$ cat src/verilog/mcx_consts.svh
// Constants of the multiport crossbar switch
`ifndef MCX_CONSTS_SVH
`define MCX_CONSTS_SVH
`define MCX_NUM_M 4
`define MCX_NUM_S 3
`define MCX_AW 32
`define MCX_DW 32
`define MCX_MST_IFETCH 2'h0
`define MCX_MST_LSU 2'h1
`define MCX_MST_DMA 2'h2
`define MCX_MST_NET 2'h3
`define MCX_SLV_FLASH 2'h0
`define MCX_SLV_SRAM 2'h1
`define MCX_SLV_BRIDGE 2'h2
`define MCX_MAP_HI 31
`define MCX_MAP_LO 30
`define MCX_REG_FLASH 2'h0
`define MCX_REG_SRAM 2'h1
`define MCX_LVL_ELEV 3'h0
`define MCX_LVL_NONE 3'h7
`define MCX_MAX_BUSY 2'h2
`endif

$ cat src/verilog/mcx_pkg.sv
// Types of the multiport crossbar switch
`include "mcx_consts.svh"
package mcx_pkg;
  typedef logic [1:0] mcx_mid_t;
  typedef logic [1:0] mcx_sid_t;
  typedef struct packed {
    logic [`MCX_NUM_S-1:0] busy;
    logic [`MCX_NUM_S-1:0][1:0] owner;
    logic [`MCX_NUM_S-1:0][1:0] last;
    logic [`MCX_NUM_S-1:0] sreq;
    logic [`MCX_NUM_S-1:0] swe;
    logic [`MCX_NUM_S-1:0] sburst;
    logic [`MCX_NUM_S-1:0][`MCX_AW-1:0] saddr;
    logic [`MCX_NUM_S-1:0][`MCX_DW-1:0] swdata;
    logic [`MCX_NUM_M-1:0] ack;
    logic [`MCX_NUM_M-1:0] stall;
    logic [`MCX_NUM_M-1:0][`MCX_DW-1:0] rdata;
  } mcx_crossbar_switch_state_t;
endpackage
$ cat src/verilog/mcx_addr_decode.sv
// Address decoder that picks the target slave port of one master
`timescale 1ns/1ps
`include "mcx_consts.svh"
module mcx_addr_decode (
  input wire logic [`MCX_AW-1:0] addr_i,
  output mcx_pkg::mcx_sid_t sel_o
);
  // Top address bits choose flash, SRAM or the peripheral bridge
  function automatic mcx_pkg::mcx_sid_t region(input logic [`MCX_AW-1:0] a);
    logic [1:0] hi;
    hi = a[`MCX_MAP_HI:`MCX_MAP_LO];
    if (hi == `MCX_REG_FLASH) begin
      region = `MCX_SLV_FLASH;
    end else if (hi == `MCX_REG_SRAM) begin
      region = `MCX_SLV_SRAM;
    end else begin
      region = `MCX_SLV_BRIDGE;
    end
  endfunction

  assign sel_o = region(addr_i);
endmodule

$ cat src/verilog/mcx_arbiter.sv
// Priority arbiter with round robin among equal levels for one slave port
`timescale 1ns/1ps
`include "mcx_consts.svh"
module mcx_arbiter (
  input wire logic [`MCX_NUM_M-1:0] req_i,
  input wire logic [`MCX_NUM_M-1:0] elev_i,
  input wire logic [1:0] last_i,
  output logic valid_o,
  output mcx_pkg::mcx_mid_t win_o
);
  // Fixed level from the port index, lifted to the top while elevated
  function automatic logic [2:0] level(input logic [1:0] m, input logic up);
    level = up ? `MCX_LVL_ELEV : 3'({1'b0, m} + 3'h1);
  endfunction

  // Best level first, then the next requester after the last grant
  always_comb begin
    logic [2:0] best;
    logic [1:0] idx;
    best = `MCX_LVL_NONE;
    idx = 2'h0;
    valid_o = 1'b0;
    win_o = 2'h0;
    for (int k = 0; k < `MCX_NUM_M; k++) begin
      if (req_i[k] && level(2'(k), elev_i[k]) < best) begin
        best = level(2'(k), elev_i[k]);
      end
    end
    for (int k = 1; k <= `MCX_NUM_M; k++) begin
      idx = 2'(last_i + 2'(k));
      if (!valid_o && req_i[idx] && level(idx, elev_i[idx]) == best) begin
        valid_o = 1'b1;
        win_o = idx;
      end
    end
  end
endmodule

$ cat src/verilog/mcx_crossbar_switch.sv
// Crossbar switch joining four bus masters to three bus slaves
// Contract
// - Four master ports, three slave ports, distinct pairs connected at once.
// - Every port carries 32-bit address and 32-bit data; parties use those widths.
// - At most two transfers at once, one being an instruction fetch from flash.
// - Several masters on one slave: the higher priority requester wins the port.
// - Losing masters stall until the winner finishes its transfers there.
// - Equal priorities rotate round robin after the last granted master.
// - Base priority is fixed by the master port.
// - A master may be raised above its base level, then falls back.
// - Masters are instruction fetch, load/store, DMA engine, network controller.
// - Slaves are flash, SRAM and peripheral bridge, each reachable from any master.
`timescale 1ns/1ps
`include "mcx_consts.svh"
module mcx_crossbar_switch (
  input wire logic clk_i,
  input wire logic sys_rst_i,
  input wire logic [`MCX_NUM_M-1:0] m_req_i,
  input wire logic [`MCX_NUM_M-1:0] m_we_i,
  input wire logic [`MCX_NUM_M-1:0] m_burst_i,
  input wire logic [`MCX_NUM_M-1:0] m_elev_i,
  input wire logic [`MCX_NUM_M-1:0][`MCX_AW-1:0] m_addr_i,
  input wire logic [`MCX_NUM_M-1:0][`MCX_DW-1:0] m_wdata_i,
  output logic [`MCX_NUM_M-1:0] m_ack_o,
  output logic [`MCX_NUM_M-1:0] m_stall_o,
  output logic [`MCX_NUM_M-1:0][`MCX_DW-1:0] m_rdata_o,
  output logic [`MCX_NUM_S-1:0] s_req_o,
  output logic [`MCX_NUM_S-1:0] s_we_o,
  output logic [`MCX_NUM_S-1:0][`MCX_AW-1:0] s_addr_o,
  output logic [`MCX_NUM_S-1:0][`MCX_DW-1:0] s_wdata_o,
  input wire logic [`MCX_NUM_S-1:0] s_ready_i,
  input wire logic [`MCX_NUM_S-1:0][`MCX_DW-1:0] s_rdata_i
);
  mcx_pkg::mcx_crossbar_switch_state_t st;
  mcx_pkg::mcx_crossbar_switch_state_t next_st;
  logic [`MCX_NUM_M-1:0] eff_req;
  logic [`MCX_NUM_M-1:0][1:0] sel;
  logic [`MCX_NUM_S-1:0] done;
  logic [`MCX_NUM_S-1:0] rel;
  logic [`MCX_NUM_S-1:0][`MCX_NUM_M-1:0] cand;
  logic [`MCX_NUM_S-1:0] arb_vld;
  logic [`MCX_NUM_S-1:0][1:0] arb_win;

  // Only the flash port serving the instruction fetch master counts as a fetch
  function automatic logic is_fetch(input logic [1:0] s, input logic [1:0] m);
    is_fetch = (s == `MCX_SLV_FLASH) && (m == `MCX_MST_IFETCH);
  endfunction

  // A request seen while its answer is still out is the old beat: mask it
  assign eff_req = m_req_i & ~st.ack;

  // One decoder per master port, in the order fetch, load/store, DMA, network
  for (genvar m = 0; m < `MCX_NUM_M; m++) begin : g_dec
    mcx_addr_decode u_dec (
      .addr_i(m_addr_i[m]),
      .sel_o(sel[m])
    );
  end

  // One arbiter per slave port; the present owner does not compete for it while the port is busy
  for (genvar s = 0; s < `MCX_NUM_S; s++) begin : g_arb
    assign done[s] = st.sreq[s] & s_ready_i[s];
    assign rel[s] = done[s] & ~st.sburst[s];
    for (genvar m = 0; m < `MCX_NUM_M; m++) begin : g_cand
      assign cand[s][m] = eff_req[m] && (sel[m] == 2'(s)) &&
                          !(st.busy[s] && st.owner[s] == 2'(m));
    end
    mcx_arbiter u_arb (
      .req_i(cand[s]),
      .elev_i(m_elev_i),
      .last_i(st.last[s]),
      .valid_o(arb_vld[s]),
      .win_o(arb_win[s])
    );
  end

  // Next state: retire beats, continue bursts, grant free ports, flag stalls
  always_comb begin
    logic [1:0] cnt;
    logic fetch_in;
    logic [1:0] w;
    logic [`MCX_NUM_M-1:0] fin;
    next_st = st;
    cnt = 2'h0;
    fetch_in = 1'b0;
    w = 2'h0;
    fin = '0;
    next_st.ack = '0;
    // Completed beats answer their master; a last beat frees the port
    for (int s = 0; s < `MCX_NUM_S; s++) begin
      if (done[s]) begin
        w = st.owner[s];
        fin[w] = 1'b1;
        next_st.ack[w] = 1'b1;
        next_st.rdata[w] = s_rdata_i[s];
        next_st.sreq[s] = 1'b0;
        if (!st.sburst[s]) begin
          next_st.busy[s] = 1'b0;
        end
      end
    end
    // The owner of a burst issues its next beat without arbitration
    for (int s = 0; s < `MCX_NUM_S; s++) begin
      w = st.owner[s];
      if (st.busy[s] && !st.sreq[s] && eff_req[w] && sel[w] == 2'(s)) begin
        next_st.sreq[s] = 1'b1;
        next_st.swe[s] = m_we_i[w];
        next_st.sburst[s] = m_burst_i[w];
        next_st.saddr[s] = m_addr_i[w];
        next_st.swdata[s] = m_wdata_i[w];
      end
    end
    // Count the transfers that stay open this cycle
    for (int s = 0; s < `MCX_NUM_S; s++) begin
      if (next_st.busy[s]) begin
        cnt = 2'(cnt + 2'h1);
        if (is_fetch(2'(s), next_st.owner[s])) begin
          fetch_in = 1'b1;
        end
      end
    end
    // Free ports go to their arbiter winner while the pairing limit allows
    for (int s = 0; s < `MCX_NUM_S; s++) begin
      w = arb_win[s];
      if (!next_st.busy[s] && arb_vld[s] &&
          (cnt == 2'h0 || (cnt < `MCX_MAX_BUSY && (fetch_in || is_fetch(2'(s), w))))) begin
        next_st.busy[s] = 1'b1;
        next_st.owner[s] = w;
        next_st.last[s] = w;
        next_st.sreq[s] = 1'b1;
        next_st.swe[s] = m_we_i[w];
        next_st.sburst[s] = m_burst_i[w];
        next_st.saddr[s] = m_addr_i[w];
        next_st.swdata[s] = m_wdata_i[w];
        cnt = 2'(cnt + 2'h1);
        fetch_in = fetch_in | is_fetch(2'(s), w);
      end
    end
    // A master waits while its request is neither served nor answered
    for (int m = 0; m < `MCX_NUM_M; m++) begin
      w = sel[m];
      next_st.stall[m] = eff_req[m] && !fin[m] &&
                         !(next_st.busy[w] && next_st.owner[w] == 2'(m));
    end
  end

  // State register
  always_ff @(posedge clk_i) begin
    if (sys_rst_i) begin
      st <= '0;
    end else begin
      st <= next_st;
    end
  end

  // Outputs come straight from the state register
  assign m_ack_o = st.ack;
  assign m_stall_o = st.stall;
  assign m_rdata_o = st.rdata;
  assign s_req_o = st.sreq;
  assign s_we_o = st.swe;
  assign s_addr_o = st.saddr;
  assign s_wdata_o = st.swdata;
endmodule

$ cat config.mk
export PLATFORM = sky130hd
export DESIGN_NAME = mcx_crossbar_switch
export DESIGN_NICKNAME = d
export VERILOG_FILES = /design/src/verilog/mcx_pkg.sv /design/src/verilog/mcx_addr_decode.sv /design/src/verilog/mcx_arbiter.sv /design/src/verilog/mcx_crossbar_switch.sv
export VERILOG_INCLUDE_DIRS = /design/src /design/src/verilog
export SDC_FILE = /design/constraint.sdc
export NUM_CORES = 2
export LEC_CHECK = 0
export BUFFER_PORTS_ARGS = -buffer_cell sky130_fd_sc_hd__buf_2
export CELL_PAD_IN_SITES_DETAIL_PLACEMENT = 1
export CELL_PAD_IN_SITES_GLOBAL_PLACEMENT = 1
export CORE_ASPECT_RATIO = 0.8
export CORE_MARGIN = 2
export CORE_UTILIZATION = 38
export DETAILED_ROUTE_END_ITERATION = 12
export PLACE_DENSITY_LB_ADDON = 0.05
export RECOVER_POWER = 25
export SLEW_MARGIN = 15
export SYNTH_ARGS = -nofsm -noshare
export SYNTH_HDL_FRONTEND = slang
export SYNTH_SLANG_ARGS = --single-unit
$ cat constraint.sdc
create_clock -name clk_i -period 6.4 [get_ports clk_i]
set_input_delay 1.28 -clock clk_i [delete_from_list [all_inputs] [get_ports clk_i]]
set_output_delay 1.28 -clock clk_i [all_outputs]
set_load 0.03 [all_outputs]
# --- Word level (Yosys, flattened, before mapping) ---
# Cells that the tools add are included.
totals:
  in_bits: 373
  out_inout_bits: 334
  word_cells: 559
  register_bits: 352
op_classes:
  n_bitwise: 8
  n_mux: 258
  add_sub_neg: 25
  reduce_logical: 164
  n_eq_ne: 38
  n_lt_le_gt_ge: 38
op_table:
  columns: ["operator", "n"]
  rows:
  - ["$mux 32", 27]
  - ["$bmux 32 s2", 12]
  - ["$bwmux 128", 3]
  - ["$mux 128", 3]
  - ["$demux 32 s2", 3]
  - ["$logic_and 1x1->1", 102]
  - ["$mux 1", 93]
  - ["$bmux 1 s2", 43]
  - ["$mux 3", 25]
  - ["$mux 2", 36]
  - ["$lt 2x3->1 const B", 22]
  - ["$add 2x1->3 const B", 12]
  - ["$eq 3x3->1", 12]
  - ["$logic_not 1->1", 35]
  - ["$logic_not 2->1", 17]
  - ["$bmux 2 s2", 7]
  - ["$eq 2x1->1 const B", 13]
  - ["$eq 2x2->1 const B", 13]
  - ["$lt 3x3->1", 7]
  - ["$add 2x1->2 const B", 7]
  - ["$add 2x2->2 const B", 6]
  - ["$mux 4", 3]
  - ["$reduce_bool 3->1", 3]
  - ["$or 4x4->4", 2]
  - ["11 further kinds", 25]

# --- Logic depth before layout (Yosys ltp) ---
depth:
  ltp_word: 54
  mapped_depth: 26
  depth_no_buf: 21

# --- Cells and area by module ---
# Synthesis repeated with hierarchy kept, for this count alone.
hier_totals:
  hier_cells: 3148
  area_unflattened_um2: 31956.9
by_module_without_submodules:
  columns: ["mod", "n_inst", "cells_per_inst", "area_each_um2"]
  rows:
  - ["mcx_crossbar_switch", 1, 2801, 29293.1]
  - ["mcx_arbiter", 3, 113, 874.6]
  - ["mcx_addr_decode", 4, 2, 10.0]

# --- Least setup slack after synthesis ---
# No wires, ideal clock.
synth_timing:
  kind: "input-to-reg"
  start: "in m_addr_i[63] in the netlist's numbering"
  end: "reg st[341] in the netlist's numbering"
  arrival_ns: 6.683
  path_buffers: 5
  setup_time_ns: 0.086
  setup_slack_ns: -0.369
  path_stages: 25
  path_cell_list: "nor4b_1 > nand3_1 > nand2_1 > ha_1 > or3_1 > a221oi_2 > xor2_1 > nor3_1 > nand3_1 > nor2b_1 > o32ai_1 > a21oi_1 > or2_2 > clkbuf_1 > clkbuf_1 > xnor2_1 > ha_1 > a221oi_1 > a211oi_4 > nand4b_1 > buf_2 > and2_1 > buf_2 > buf_2 > a211oi_1"
synth_between:
  elab_chain_len: 44
synth_rtl:
  columns: ["element", "line", "source"]
  rows:
  - ["start, declared", "mcx_crossbar_switch.sv:22", "input wire logic [`MCX_NUM_M-1:0][`MCX_AW-1:0] m_addr_i,"]
  - ["$eq 2x1->1 (no source line)", null, null]
  - ["$mux 2", "mcx_addr_decode.sv:14", "end else if (hi == `MCX_REG_SRAM) begin"]
  - ["$mux 2 *", "mcx_addr_decode.sv:12", "if (hi == `MCX_REG_FLASH) begin"]
  - ["$logic_not 2->1", "mcx_crossbar_switch.sv:65", "assign cand[s][m] = eff_req[m] && (sel[m] == 2'(s)) &&"]
  - ["$logic_and 1x1->1 (2 in series)", "mcx_crossbar_switch.sv:65", null]
  - ["$logic_and 1x1->1", "mcx_arbiter.sv:25", "if (req_i[k] && level(2'(k), elev_i[k]) < best) begin"]
  - ["$mux 3", "mcx_arbiter.sv:25", null]
  - ["$lt 3x3->1", "mcx_arbiter.sv:25", null]
  - ["(+27 left out)", null, null]
  - ["$logic_and 1x1->1", "mcx_crossbar_switch.sv:126", "(cnt == 2'h0 || (cnt < `MCX_MAX_BUSY && (fetch_in || is_fetch(2'(s), w))))) begin"]
  - ["$logic_or 1x1->1", "mcx_crossbar_switch.sv:126", null]
  - ["$logic_and 1x1->1", "mcx_crossbar_switch.sv:125", "if (!next_st.busy[s] && arb_vld[s] &&"]
  - ["$mux 2", "mcx_crossbar_switch.sv:125", null]
  - ["$lt 2x2->1 (no source line)", null, null]
  - ["$logic_and 1x1->1", "mcx_crossbar_switch.sv:126", null]
  - ["$logic_or 1x1->1", "mcx_crossbar_switch.sv:126", null]
  - ["$logic_and 1x1->1", "mcx_crossbar_switch.sv:125", null]
  - ["end signal, assigned", "mcx_crossbar_switch.sv:152", "st <= next_st;"]
  - ["end, declared", "mcx_crossbar_switch.sv:34", "mcx_pkg::mcx_crossbar_switch_state_t st;"]
# Every way passes the cells marked *; elsewhere a longest branch is shown, timed or not. The select of a mux whose other input is x is not followed.
# A chain may end at the register's enable or synchronous reset.

# --- Worst setup path after layout ---
layout_timing:
  start: "in m_addr_i[63] in the netlist's numbering"
  end: "reg st (netlist bit s_wdata_o[85])"
layout_between:
  elab_chain_len: 45
layout_rtl:
  columns: ["element", "line"]
  rows:
  - ["$eq 2x1->1 (no source line)", null]
  - ["$mux 2", "mcx_addr_decode.sv:14"]
  - ["$mux 2 *", "mcx_addr_decode.sv:12"]
  - ["$logic_not 2->1", "mcx_crossbar_switch.sv:65"]
  - ["$logic_and 1x1->1 (2 in series)", "mcx_crossbar_switch.sv:65"]
  - ["$logic_and 1x1->1", "mcx_arbiter.sv:25"]
  - ["$mux 3", "mcx_arbiter.sv:25"]
  - ["$lt 3x3->1", "mcx_arbiter.sv:25"]
  - ["(+28 left out)", null]
  - ["$logic_or 1x1->1", "mcx_crossbar_switch.sv:126"]
  - ["$logic_and 1x1->1", "mcx_crossbar_switch.sv:125"]
  - ["$mux 2", "mcx_crossbar_switch.sv:125"]
  - ["$lt 2x2->1 (no source line)", null]
  - ["$logic_and 1x1->1", "mcx_crossbar_switch.sv:126"]
  - ["$logic_or 1x1->1", "mcx_crossbar_switch.sv:126"]
  - ["$logic_and 1x1->1", "mcx_crossbar_switch.sv:125"]
  - ["$mux 32 / $reduce_bool 2->1 (equally long branches)", null]
# Marked as above.

==> flow_summary.toml <==
[floorplanning]
start_util_pct = 38.2
die_x_um = 332
io_pins = 707
core_area_sq_um = 85500
num_rows = 96
die_h_um = 266
dieArea_sq_um = 88400

[power]
powerDensity_nw_per_um2 = 262
p_sw_share_pct = 41.0
power_frac_clock_pct = 29.2
seq_power_share_pct = 27.0
intPower_mw = 5.78
finalPower_mw = 9.80
p_comb_share_pct = 43.7
p_sw_mw = 4.02
p_leak_nw = 15.1
ir_drop_uv = 212

[timing]
worst_slack_ns = 0.307
rsz0062_at_grt = "no"
tightestPinTransition_ns = 3.48
max_freq_ghz = 0.164
slew-limit-headroom_pct = -132
slew_violations = 66
min_period_ns = 6.09
setup_violations = 0
final-hold-violation-count = 0
period_share_pct = 95.2
fin_setup_tns_ns = 0
fin_worst_skew_ns = 0.0339

[worst_hold_path]
min_path_type = "reg -> reg"
hold_depth = 1

[synthesis]
synth_cells = 3701
synthFlopType = "dfxtp_1"
seq_area_frac_synth_pct = 21.6
synth.avg_cell_area_sq_um = 8.83
synth_area_sq_um = 32700
ys_ff_latch = 352
async_flop_share_pct = 0
synth_edf_count = 0
synthDistinctLibCells = 83
synth_fp_nets = 4096
yosys_warnings = 0

[cells_and_area]
layout_common_cells = "586 x mux2i_1, 574 x nor2_1, 537 x buf_2"
fin_nets = 4358
drive_gt1_share_pct = 29.4
layout_commonest_cell = "mux2i_1"
syn_to_final_growth_pct = 14.3
fillers = 10100
post-route-util_pct = 43.7
design_area_sq_um = 37400

[detailed_routing]
avgRoutedWirePerCell_um = 27.9
firstDrtPassIters = 5
ant_nets = 0
drcViolationCount = 0
totalWireLength_um = 145000
drtIter0Drc = 2022
via_count = 31900
vias_per_cell = 6.16

[place]
gp_congestion = 0.900
place_area_sq_um = 35800
pre_cts_ws_ns = -0.272
place_hpwl_um = 99400
io_buffers = 706

[status]
violations = "capacitance limit, slew limit"
status = "finished with violations"

[setup_path]
cp-end-kind = "flip-flop"
worst_ep_arrival_time_ns = 6.54
reg2reg_slack_ns = 0.34
crit_fanout = 18
ff2ff_path_depth = 22
crit_required_ns = 6.84
crit_path_start_kind = "input port"
path_class = "in -> reg"

[clocking]
h-tree-depth = 2
root_buffer = "clkbuf_16"
clkSinkCount = 352
clock_path_buffers = 3
cts_tree = "done"
path_clk_slew_ns = 0.06
cts_buffers = 48
ctsHoldBuffers = 0
insertion_delay_ns = 0.63

[flow_run]
max_cap_violations = 1

[global_route]
grt_pass1_wl_um = 214000
grt_overflow = 0
grt_max_degree = 140
antenna_found_initial = 61
gr-usage-all-layers_pct = 31.3
grt_pass1_vias = 33300
worst max-delay path, cell delays in order:
cell and delay [ns]:
buf_2 0.12, nor4b_2 0.39, nand3_1 0.15, nand2_2 0.09
ha_1 0.26, or3_1 0.43, a221oi_4 0.36, xor2_1 0.12
nor3_1 0.31, nand3_1 0.25, nor2b_1 0.22, o32ai_2 0.28
a21oi_2 0.15, or2_4 0.28, xnor2_1 0.17, ha_1 0.21
nor2_1 0.08, a211oi_4 0.36, o2111ai_4 0.19, buf_12 0.19
buf_12 0.16, a221oi_1 0.36, a211oi_1 0.10
path summary, 6_finish.rpt:
| kind | from | to |
|---|---|---|
| worst max-delay path | m_addr_i[63] | s_wdata_o[85] |
| worst min-delay path | s_addr_o[30] | s_addr_o[30] |
| worst min register to register | s_addr_o[30] | s_addr_o[30] |
| worst max register to register | st[344] | s_wdata_o[85] |
cells by family (layout without fill, tap and decap cells):
logic type / count (synthesis) / after routing / synth area share [%]
buf+inv: 695 / 994 / 11.9
simple gates: 933 / 933 / 12.2
compound gates: 754 / 754 / 16.1
xor+xnor: 20 / 20 / 0.536
fa+ha+maj: 22 / 22 / 0.842
flops: 352 / 352 / 21.6
other cells: 0 / 46 / 0
mux: 925 / 925 / 36.8
per-layer routing:
layer / part of all wire (%) / track usage [%] / vias to the layer above
met5: 0.10 / 0 / -
met4: 4.0 / 14.5 / 22
met3: 5.7 / 5.39 / 315
met2: 48 / 52.1 / 1054
met1: 42 / 39.5 / 16400
li1: - / - / 14100
state kept, by name, summed over array words and instances (netlist names):
signal,count
m_rdata_o,128
s_addr_o,96
s_wdata_o,96
st,18
m_ack_o,4
m_stall_o,4
s_req_o,3
s_we_o,3
cell type report:
cell class	count	area (sq um)	share of cell area, %
antenna	46	115	0.308
clock buffer	73	1430	3.82
clock inverter	14	179	0.479
inverter	26	97.6	0.261
multi-input combinational	2654	21900	58.7
sequential	352	7070	18.9
tap	1127	1410	3.77
timing repair buffer	881	5130	13.7
timing repair:
item / CTS / global route
setup buffers: 0 / 1
setup endpoints to repair: 0 / 64
resized for setup: 0 / 1
synth_stat cells (11+ instances only):
master,instances,area (sq um)
xnor2_1,14,123
a221oi_1,70,613
a21oi_1,235,1180
a311oi_1,66,578
buf_2,25,125
inv_1,24,90.1
nand2b_1,12,75.1
mux4_2,209,4710
o21ai_0,26,130
a211oi_1,199,1490
nor2b_1,22,138
clkbuf_1,268,1010
buf_4,334,2510
dfxtp_1,352,7050
ha_1,22,275
and3_1,11,68.8
buf_1,42,158
mux2_2,130,1460
nor4b_1,11,96.3
nand3_1,25,125
nor3_1,27,135
and2_1,11,68.8
nand2_1,179,672
mux2i_1,586,5870
nor2_1,577,2170
o211ai_1,75,563
power by group through the flow:
stage / Combinational, mW / Sequential [mW] / Clock, mW
final: 4.28 / 2.65 / 2.86
after global routing: 4.57 / 2.66 / 3.02
after CTS: 4.29 / 2.64 / 2.93
after detailed placement: 4.27 / 2.68 / 0
after global placement: 4.14 / 2.68 / 0
after floorplan: 3.11 / 2.55 / 0
metrics by stage:
step,hold WS (ns),std cells
global placement,0.461,5039
detailed placement,0.463,5039
CTS,0.476,5126
floorplan,0.450,3701
finish,0.476,5173
global route,0.497,5170
Power figures use the tool's default switching activity.
